--- src/hw/daso_defs.svh ---
// Constants of the digital audio serial output block
`ifndef DASO_DEFS_SVH
`define DASO_DEFS_SVH
`define DASO_SW 24
`define DASO_FW 48
`define DASO_FD 8
`define DASO_VW 6
`define DASO_DE_50US 2'h1
`define DASO_DE_75US 2'h2
`define DASO_DE_SH50 5'h01
`define DASO_DE_SH75 5'h02
`define DASO_DEF_DEEMPH 2'h2
`define DASO_DEF_VOL 6'h3f
`define DASO_VOL_SH 6
`define DASO_LEN8_M1 5'h07
`define DASO_LEN16_M1 5'h0f
`define DASO_LEN20_M1 5'h13
`define DASO_LEN24_M1 5'h17
`define DASO_WAIT_NONE 2'h0
`define DASO_WAIT_ONE 2'h1
`define DASO_WAIT_TWO 2'h2
`endif

--- src/hw/daso_pkg.sv ---
// Types of the digital audio serial output block
package daso_pkg;
   typedef enum logic [1:0] {DASO_FMT_I2S, DASO_FMT_LJ, DASO_FMT_DSP}
      daso_fmt_t;
   typedef enum logic [1:0] {DASO_MODE_ANALOG, DASO_MODE_DIGITAL,
      DASO_MODE_BOTH} daso_mode_t;
   typedef enum logic [1:0] {DASO_LEN_8, DASO_LEN_16, DASO_LEN_20,
      DASO_LEN_24} daso_len_t;
   typedef enum logic [1:0] {DASO_IDLE, DASO_WAIT, DASO_SHIFT}
      daso_state_t;
endpackage

--- src/hw/daso_top.sv ---
// Digital audio serial output port, slave to an external audio master
// Functional notes
// - Master supplies bit clock and sync; we drive data
// - I2S: MSB at second capture edge after change
// - I2S: left while sync low, right while high
// - Left-justified: MSB at first capture edge
// - Left-justified: left while sync high, right low
// - DSP: right word follows left with no gap
// - DSP: option puts MSB on first or second edge
// - After MSB send bits downward to LSB
// - Idle bits after LSB until next sync event
// - Option selects falling edge as capture edge
// - Word length 8, 16, 20 or 24 bits
// - Frame rate follows external sync, 32 to 48 kHz
// - Output mode analog, digital or both; pin shared
// - Reset restores every setting to its default
// - De-emphasis 50 or 75 microseconds
// - Digital volume scaling and muting
// - De-emphasis code 1 is 50, code 2 is 75
`include "daso_defs.svh"
module daso_top (
   input wire logic clk,
   input wire logic rst_b,
   input wire logic audio_bit_clock,
   input wire logic audio_frame_sync,
   output logic audio_serial_data,
   output logic third_general_output,
   output logic third_general_output_oe_b,
   input wire daso_pkg::daso_fmt_t fmt_sel,
   input wire daso_pkg::daso_len_t word_len_sel,
   input wire logic falling_capture,
   input wire logic dsp_late_msb,
   input wire daso_pkg::daso_mode_t out_mode_sel,
   input wire logic [1:0] deemph_time_constant_setting,
   input wire logic [`DASO_VW-1:0] volume_setting,
   input wire logic mute,
   input wire logic gpo_level,
   input wire logic [`DASO_SW-1:0] sample_left,
   input wire logic [`DASO_SW-1:0] sample_right,
   input wire logic sample_valid,
   output logic sample_ready,
   output logic [`DASO_SW-1:0] analog_left,
   output logic [`DASO_SW-1:0] analog_right
);
   // ==========================================================
   // Settings
   daso_pkg::daso_fmt_t fmt_q;
   daso_pkg::daso_len_t len_q;
   daso_pkg::daso_mode_t mode_q;
   logic falling_q;
   logic late_q;
   logic [1:0] deemph_q;
   logic [`DASO_VW-1:0] vol_q;
   logic mute_q;
   logic gpo_q;

   always_ff @(posedge clk or negedge rst_b) begin
      if (!rst_b) begin
         fmt_q <= daso_pkg::DASO_FMT_I2S;
         len_q <= daso_pkg::DASO_LEN_16;
         mode_q <= daso_pkg::DASO_MODE_ANALOG;
         falling_q <= 1'b0;
         late_q <= 1'b0;
         deemph_q <= `DASO_DEF_DEEMPH;
         vol_q <= `DASO_DEF_VOL;
         mute_q <= 1'b0;
         gpo_q <= 1'b0;
      end else begin
         fmt_q <= fmt_sel;
         len_q <= word_len_sel;
         mode_q <= out_mode_sel;
         falling_q <= falling_capture;
         late_q <= dsp_late_msb;
         deemph_q <= deemph_time_constant_setting;
         vol_q <= volume_setting;
         mute_q <= mute;
         gpo_q <= gpo_level;
      end
   end

   logic digital;
   logic analog_on;
   logic [4:0] len_m1;
   assign digital = (mode_q != daso_pkg::DASO_MODE_ANALOG);
   assign analog_on = (mode_q != daso_pkg::DASO_MODE_DIGITAL);

   always_comb begin
      case (len_q)
         daso_pkg::DASO_LEN_8: len_m1 = `DASO_LEN8_M1;
         daso_pkg::DASO_LEN_16: len_m1 = `DASO_LEN16_M1;
         daso_pkg::DASO_LEN_20: len_m1 = `DASO_LEN20_M1;
         daso_pkg::DASO_LEN_24: len_m1 = `DASO_LEN24_M1;
         default: len_m1 = `DASO_LEN16_M1;
      endcase
   end

   // ==========================================================
   // Sample path: processing, then FIFO
   logic [`DASO_FW-1:0] pr_data;
   logic pr_valid;
   logic pr_ready;
   logic [`DASO_FW-1:0] ff_data;
   logic ff_valid;
   logic ff_in_ready;
   logic ff_pop;

   // Analog-only mode never backs up on the FIFO
   assign pr_ready = digital ? ff_in_ready : 1'b1;

   daso_proc u_proc (
      .clk(clk),
      .rst_b(rst_b),
      .in_data({sample_right, sample_left}),
      .in_valid(sample_valid),
      .in_ready(sample_ready),
      .out_data(pr_data),
      .out_valid(pr_valid),
      .out_ready(pr_ready),
      .deemph(deemph_q),
      .volume(vol_q),
      .mute(mute_q)
   );

   daso_fifo #(.W(`DASO_FW), .D(`DASO_FD)) u_fifo (
      .clk(clk),
      .rst_b(rst_b),
      .in_data(pr_data),
      .in_valid(pr_valid && digital),
      .in_ready(ff_in_ready),
      .out_data(ff_data),
      .out_valid(ff_valid),
      .out_ready(ff_pop)
   );

   always_ff @(posedge clk or negedge rst_b) begin
      if (!rst_b) begin
         analog_left <= '0;
         analog_right <= '0;
      end else if (pr_valid && pr_ready && analog_on) begin
         analog_left <= pr_data[`DASO_SW-1:0];
         analog_right <= pr_data[`DASO_FW-1:`DASO_SW];
      end
   end

   // ==========================================================
   // Shared pin
   always_ff @(posedge clk or negedge rst_b) begin
      if (!rst_b) begin
         third_general_output <= 1'b0;
         third_general_output_oe_b <= 1'b0;
      end else begin
         third_general_output <= digital ? 1'b0 : gpo_q;
         third_general_output_oe_b <= digital;
      end
   end

   // ==========================================================
   // Pin synchronisers and edge finding
   logic bclk_s1_q;
   logic bclk_s2_q;
   logic bclk_s3_q;
   logic fs_s1_q;
   logic fs_s2_q;
   logic fs_s3_q;

   always_ff @(posedge clk or negedge rst_b) begin
      if (!rst_b) begin
         bclk_s1_q <= 1'b0;
         bclk_s2_q <= 1'b0;
         bclk_s3_q <= 1'b0;
         fs_s1_q <= 1'b0;
         fs_s2_q <= 1'b0;
         fs_s3_q <= 1'b0;
      end else begin
         bclk_s1_q <= audio_bit_clock;
         bclk_s2_q <= bclk_s1_q;
         bclk_s3_q <= bclk_s2_q;
         fs_s1_q <= audio_frame_sync;
         fs_s2_q <= fs_s1_q;
         fs_s3_q <= fs_s2_q;
      end
   end

   logic rise;
   logic fall;
   logic cap_e;
   logic lau_e;
   assign rise = bclk_s2_q && !bclk_s3_q;
   assign fall = !bclk_s2_q && bclk_s3_q;
   // Data launches on the edge opposite to capture
   assign cap_e = digital && (falling_q ? fall : rise);
   assign lau_e = digital && (falling_q ? rise : fall);

   // ==========================================================
   // Frame events
   logic is_dsp;
   logic ev_lvl;
   logic ev_dsp;
   logic ev;
   logic left_ev;
   logic [1:0] delay;
   assign is_dsp = (fmt_q == daso_pkg::DASO_FMT_DSP);
   // Level change is seen at once so a zero-delay MSB meets setup
   assign ev_lvl = digital && !is_dsp && (fs_s2_q != fs_s3_q);
   assign ev_dsp = cap_e && is_dsp && fs_s2_q;
   assign ev = ev_lvl || ev_dsp;
   assign left_ev = is_dsp ||
      ((fmt_q == daso_pkg::DASO_FMT_I2S) ? !fs_s2_q : fs_s2_q);

   always_comb begin
      case (fmt_q)
         daso_pkg::DASO_FMT_I2S: delay = `DASO_WAIT_ONE;
         daso_pkg::DASO_FMT_LJ: delay = `DASO_WAIT_NONE;
         daso_pkg::DASO_FMT_DSP:
            delay = late_q ? `DASO_WAIT_TWO : `DASO_WAIT_ONE;
         default: delay = `DASO_WAIT_ONE;
      endcase
   end

   // Underrun sends silence rather than stale audio
   logic [`DASO_SW-1:0] left_word;
   logic [`DASO_SW-1:0] ev_word;
   assign ff_pop = ev && left_ev;
   assign left_word = ff_valid ? ff_data[`DASO_SW-1:0] : '0;

   // ==========================================================
   // Serialiser
   daso_pkg::daso_state_t state_q;
   logic [`DASO_SW-1:0] sh_q;
   logic [`DASO_SW-1:0] pend_q;
   logic [`DASO_SW-1:0] right_q;
   logic [4:0] cnt_q;
   logic [1:0] wait_q;
   logic chan_right_q;
   logic load_now;
   logic [`DASO_SW-1:0] load_word;
   logic dsp_follow;
   assign ev_word = left_ev ? left_word : right_q;
   assign dsp_follow = (state_q == daso_pkg::DASO_SHIFT) && lau_e &&
      (cnt_q == '0) && is_dsp && !chan_right_q && !ev;

   always_comb begin
      load_now = 1'b0;
      load_word = right_q;
      if (ev) begin
         load_now = (delay == `DASO_WAIT_NONE);
         load_word = ev_word;
      end else if (state_q == daso_pkg::DASO_WAIT && lau_e &&
            wait_q == `DASO_WAIT_ONE) begin
         load_now = 1'b1;
         load_word = pend_q;
      end else if (dsp_follow) begin
         load_now = 1'b1;
         load_word = right_q;
      end
   end

   always_ff @(posedge clk or negedge rst_b) begin
      if (!rst_b) begin
         right_q <= '0;
         chan_right_q <= 1'b0;
      end else if (ff_pop) begin
         right_q <= ff_valid ? ff_data[`DASO_FW-1:`DASO_SW] : '0;
         chan_right_q <= 1'b0;
      end else if (ev || dsp_follow) begin
         chan_right_q <= 1'b1;
      end
   end

   always_ff @(posedge clk or negedge rst_b) begin
      if (!rst_b) begin
         state_q <= daso_pkg::DASO_IDLE;
         wait_q <= `DASO_WAIT_NONE;
         pend_q <= '0;
      end else if (!digital) begin
         state_q <= daso_pkg::DASO_IDLE;
      end else if (load_now) begin
         state_q <= daso_pkg::DASO_SHIFT;
      end else if (ev) begin
         state_q <= daso_pkg::DASO_WAIT;
         wait_q <= delay;
         pend_q <= ev_word;
      end else if (lau_e) begin
         case (state_q)
            daso_pkg::DASO_WAIT: wait_q <= wait_q - 1'b1;
            daso_pkg::DASO_SHIFT: begin
               if (cnt_q == '0) begin
                  state_q <= daso_pkg::DASO_IDLE;
               end
            end
            default: state_q <= daso_pkg::DASO_IDLE;
         endcase
      end
   end

   always_ff @(posedge clk or negedge rst_b) begin
      if (!rst_b) begin
         sh_q <= '0;
         cnt_q <= '0;
      end else if (load_now) begin
         sh_q <= {load_word[`DASO_SW-2:0], 1'b0};
         cnt_q <= len_m1;
      end else if (lau_e && state_q == daso_pkg::DASO_SHIFT &&
            cnt_q != '0 && !ev) begin
         sh_q <= {sh_q[`DASO_SW-2:0], 1'b0};
         cnt_q <= cnt_q - 1'b1;
      end
   end

   // A packed frame's last bit still leaves on the event's edge
   always_ff @(posedge clk or negedge rst_b) begin
      if (!rst_b) begin
         audio_serial_data <= 1'b0;
      end else if (!digital) begin
         audio_serial_data <= 1'b0;
      end else if (load_now) begin
         audio_serial_data <= load_word[`DASO_SW-1];
      end else if (lau_e) begin
         audio_serial_data <= (state_q == daso_pkg::DASO_SHIFT &&
            cnt_q != '0) ? sh_q[`DASO_SW-1] : 1'b0;
      end
   end
endmodule // daso_top

--- src/hw/daso_fifo.sv ---
// Sample FIFO between audio processing and the serialiser
module daso_fifo #(
   parameter int W = 48,
   parameter int D = 8
) (
   input wire logic clk,
   input wire logic rst_b,
   input wire logic [W-1:0] in_data,
   input wire logic in_valid,
   output logic in_ready,
   output logic [W-1:0] out_data,
   output logic out_valid,
   input wire logic out_ready
);
   localparam int AW = $clog2(D);
   logic [W-1:0] mem [D];
   logic [AW:0] wr_q;
   logic [AW:0] rd_q;
   logic full;
   logic empty;

   assign empty = (wr_q == rd_q);
   assign full = (wr_q[AW] != rd_q[AW]) && (wr_q[AW-1:0] == rd_q[AW-1:0]);
   assign in_ready = !full;
   assign out_valid = !empty;
   assign out_data = mem[rd_q[AW-1:0]];

   always_ff @(posedge clk) begin
      if (in_valid && !full) begin
         mem[wr_q[AW-1:0]] <= in_data;
      end
   end

   always_ff @(posedge clk or negedge rst_b) begin
      if (!rst_b) begin
         wr_q <= '0;
         rd_q <= '0;
      end else begin
         if (in_valid && !full) begin
            wr_q <= wr_q + 1'b1;
         end
         if (out_ready && !empty) begin
            rd_q <= rd_q + 1'b1;
         end
      end
   end
endmodule // daso_fifo

--- src/hw/daso_proc.sv ---
// De-emphasis, volume and mute on the stereo sample pair
`include "daso_defs.svh"
module daso_proc (
   input wire logic clk,
   input wire logic rst_b,
   input wire logic [`DASO_FW-1:0] in_data,
   input wire logic in_valid,
   output logic in_ready,
   output logic [`DASO_FW-1:0] out_data,
   output logic out_valid,
   input wire logic out_ready,
   input wire logic [1:0] deemph,
   input wire logic [`DASO_VW-1:0] volume,
   input wire logic mute
);
   logic fire;
   logic [`DASO_FW-1:0] res;
   logic out_valid_d;
   logic [4:0] shamt;

   // Ready is a flop: one sample in flight keeps it exact
   assign fire = in_valid && in_ready;
   assign out_valid_d = out_valid ? !out_ready : fire;
   assign shamt = (deemph == `DASO_DE_50US) ? `DASO_DE_SH50 : `DASO_DE_SH75;

   genvar ch;
   generate
      for (ch = 0; ch < 2; ch++) begin : g_ch
         logic signed [`DASO_SW-1:0] x;
         logic signed [`DASO_SW-1:0] y_q;
         logic signed [`DASO_SW:0] diff;
         logic signed [`DASO_SW:0] y_n;
         logic signed [`DASO_SW+6:0] prod;
         assign x = in_data[ch*`DASO_SW +: `DASO_SW];
         assign diff = x - y_q;
         // Unknown codes bypass the filter
         assign y_n = (deemph == `DASO_DE_50US || deemph == `DASO_DE_75US) ?
            y_q + (diff >>> shamt) : {x[`DASO_SW-1], x};
         // A part-select is unsigned; keep the sign for negative samples
         assign prod = $signed(y_n[`DASO_SW-1:0]) *
            $signed({1'b0, volume});
         assign res[ch*`DASO_SW +: `DASO_SW] = mute ? '0 :
            prod[`DASO_SW+`DASO_VOL_SH-1:`DASO_VOL_SH];
         always_ff @(posedge clk or negedge rst_b) begin
            if (!rst_b) begin
               y_q <= '0;
            end else if (fire) begin
               y_q <= y_n[`DASO_SW-1:0];
            end
         end
      end
   endgenerate

   always_ff @(posedge clk or negedge rst_b) begin
      if (!rst_b) begin
         out_valid <= 1'b0;
         in_ready <= 1'b1;
      end else begin
         out_valid <= out_valid_d;
         in_ready <= !out_valid_d;
      end
   end

   always_ff @(posedge clk or negedge rst_b) begin
      if (!rst_b) begin
         out_data <= '0;
      end else if (fire) begin
         out_data <= res;
      end
   end
endmodule // daso_proc

--- config.mk ---
export PLATFORM = sky130hd
export DESIGN_NAME = daso_top
export DESIGN_NICKNAME = d
export VERILOG_FILES = /design/src/hw/daso_pkg.sv /design/src/hw/daso_top.sv /design/src/hw/daso_fifo.sv /design/src/hw/daso_proc.sv
export VERILOG_INCLUDE_DIRS = /design/src /design/src/hw
export SDC_FILE = /design/constraint.sdc
export NUM_CORES = 2
export LEC_CHECK = 0
export ABC_AREA = 1
export BUFFER_PORTS_ARGS = -buffer_cell sky130_fd_sc_hd__buf_2
export CAP_MARGIN = 20
export CORE_MARGIN = 2
export CORE_UTILIZATION = 40
export DETAILED_ROUTE_END_ITERATION = 16
export PLACE_DENSITY = 0.58
export SLEW_MARGIN = 10
export SYNTH_ARGS = -nofsm -noshare
export SYNTH_HDL_FRONTEND = slang
export SYNTH_SLANG_ARGS = --single-unit
--- constraint.sdc ---
create_clock -name clk -period 9.4 [get_ports clk]
set_clock_uncertainty 0.05 [all_clocks]
set_input_delay 0.47 -clock clk [delete_from_list [all_inputs] [get_ports clk]]
set_output_delay 0.47 -clock clk [all_outputs]
set_load 0.005 [all_outputs]
==> results.md <==
* Nets at around 5300
* Data arrival, critical path at about 9 ns
* Placed inst area at 43380 sq um
* Pins Over Slew Limit at 0
* Die Span Y at 325.7 um
* Synthesized area at 41390 sq um
* Ys Warns at 0
* Commonest non-fill, non-tap cells in the layout: 908 x nand2_1, 633 x inv_1, 521 x o21ai_0, 511 x nor2_1, 384 x edfxtp_1
* Gpl congestion at 0.9068
* Synth Flop Type: edfxtp_1
* Sink Count at 646
* Slowest stage cell on the critical path: fa_1
* CTS tree: done
* Fill cells at around 10000
* Core Box Area at approximately 100000 sq um
* Cell variety after synth at slightly below 60
* Most used cell, CP: nand2_1
* Syn Nets at roughly 5200
* GRT Residual Overflow at 0
* Num rows at between 100 and 150
* Final setup violation count at 0
* Worst-margin pin slew at 1.037 ns
* Area growth from synthesis to layout at 11.16%
* WP data required at ~10 ns
* Path type of the worst min-delay path: primary input to flop
* Most common cell after layout, fill and taps aside: nand2_1
* Num CTS Buffers at 74
* Crit path kind: flop to flop
* Slew headroom at 0.3087
* Diodes inserted at 0
* Tmin final at 8.563 ns
* Status: completed
* Share of layout cells above drive strength 1 at 0.08260
* Max_cap viols at 0
* Die X at ~330 um
* CP Capture Type: flop
* Flops & latches, synth at 646
* Clk slew on worst S/H paths at ~0.06 ns
* Final wirelength at 113.1 mm
* Post-detail-place hpwl at roughly 79 mm
* Die Area at about 110000 sq um
* Post-synth EDFFs at about 380
* Syn Inst Count at approximately 4700
* DR WL/cell at between 15 and 20 um
* RSZ-0062 raised after global routing: false
* H-tree levels at 3
* Number of global-route vias before repair at ~32000
* FFs w/ async S/R, synth at 0.4056
* CP max stage delay at between 0.6 and 0.7 ns
* CP Launch Type: flop
* Clock tree buffer depth at 3
* Initial antenna violation count at 0
* Via count at about 32000
* Initial core utilization at 0.4051
* Final Cell Area at between 40000 and 50000 sq um
* Port Buffers at ~120
* Final hold viol count at 0
* CTS Root Cell: clkbuf_16
* First-pass GRT wire length at between 150 and 200 mm
* Drt first pass iters at 6
* Fmax at approximately 120 MHz
* Period utilization at 0.9110
* Worst-Skew Late Latency at 0.65 ns
* Register area share after synthesis at 0.4373
* Setup TNS at 0 ns
* Syn_area_per_cell at roughly 8.8 sq um
* DRC Markers at 0
* Total track usage at 0.2122
* Vias/cell at between 5 and 6
* CP max FO at 5
* Antenna viol nets, final at 0
* IO Count at 123
* Largest net degree at the start of global routing at 104
* DR iter-0 viols at between 2000 and 2500
-- through the flow --
| step | hold slack (ns) | setup slack [ns] | util | std cells |
|---|---|---|---|---|
| after floorplan | 0.1244 | 2.046 | - | 4710 |
| after global placement | 0.2857 | 0.6448 | 0.4245 | 6064 |
| after detailed placement | 0.2950 | 0.5981 | 0.4245 | 6064 |
| after CTS | 0.1560 | 0.7570 | 0.4502 | 6223 |
| after global routing | 0.2214 | 0.02228 | 0.4503 | 6223 |
| final | 0.1975 | 0.8370 | 0.4503 | 6223 |
-- path summary, 6_finish.rpt --
path / slack (ns) / from / end / cells after the start
max reg2reg: 0.84 / u_proc.g_ch[0].y_q[3] / u_proc.out_data[23] / 44
max: 0.84 / u_proc.g_ch[0].y_q[3] / u_proc.out_data[23] / 44
min: 0.20 / sample_right[20] / u_proc.g_ch[1].y_q[20] / 3
max in group asynchronous: 7.39 / rst_b / u_fifo.rd_q[0] / 3
min in group asynchronous: 0.39 / rst_b / mute_q / 2
min reg2reg: 0.30 / bclk_s1_q / bclk_s2_q / 0
-- synth_stat cells (44+ instances only) --
cell	n	area [sq um]
fa_1	196	3924
o211ai_1	51	382.9
nor2_1	522	1959
nand3_1	152	760.7
or2_2	44	275.3
dfrtp_1	253	6331
nand2_1	909	3412
ha_1	217	2715
edfxtp_1	384	11530
clkbuf_1	138	518.0
xor2_1	44	385.4
o22ai_1	109	681.9
a21oi_1	192	960.9
inv_1	637	2391
o21ai_0	521	2608
-- metal layers --
layer  wire length, um  up-vias  GRT usage
li1                  -    15820          -
met2             51660      835     0.3437
met5                 0        -          0
met3              6090      165    0.03185
met4              3187        0    0.06171
met1             52150    15500     0.2953
-- registers in the layout, summed over array words and instances (netlist names), 2 cells and up --
| signal | flops |
|---|---|
| pend_q | 24 |
| analog_left | 24 |
| vol_q | 6 |
| u_fifo.mem | 384 |
| sh_q | 23 |
| len_q | 2 |
| u_fifo.rd_q | 4 |
| u_fifo.wr_q | 4 |
| fmt_q | 2 |
| state_q | 2 |
| u_proc.g_ch.y_q | 48 |
| analog_right | 24 |
| cnt_q | 5 |
| deemph_q | 2 |
| mode_q | 2 |
| u_proc.out_data | 48 |
| right_q | 24 |
| wait_q | 2 |
-- final cells by class --
type | instances | area (sq um) | area share
tap | 1368 | 1712 | 0.03720
multi-input combinational | 3231 | 20150 | 0.4380
clock inverter | 41 | 390.4 | 0.008485
clock buffer | 97 | 2029 | 0.04411
sequential | 646 | 18100 | 0.3935
inverter | 652 | 2450 | 0.05325
timing repair buffer | 188 | 1169 | 0.02540
-- repair_timing --
item | in CTS | in global routing
hold buffers | 21 | 0
gates resized for setup | 0 | 1
endpoints found under the setup margin | 0 | 1
buffers inserted | 0 | 0
endpoints found under the hold margin | 97 | 0
-- kinds of logic after synthesis --
logic type                 count (synthesis)  synth area share
AOI/OAI and AO/OA                       1019            0.1382
xor gates and xnor gates                  67           0.01418
adders and majority gates                413            0.1604
buffers and inverters                    833           0.07784
DFF                                      646            0.4373
muxes                                     13          0.003537
and+or+nand+nor                         1719            0.1685
-- worst max-delay path: cells and delay by family (launching register included) --
kind	cells	cell delay, ns
and+or+nand+nor	26	3.43
adders and majority gates	7	3.11
AOI/OAI and AO/OA	5	1.04
DFF	1	0.42
buffers and inverters	6	0.38
Power is left out: the tool's default activity adds up to more than one toggle a clock period on the data nets, which glitch-free logic cannot reach.
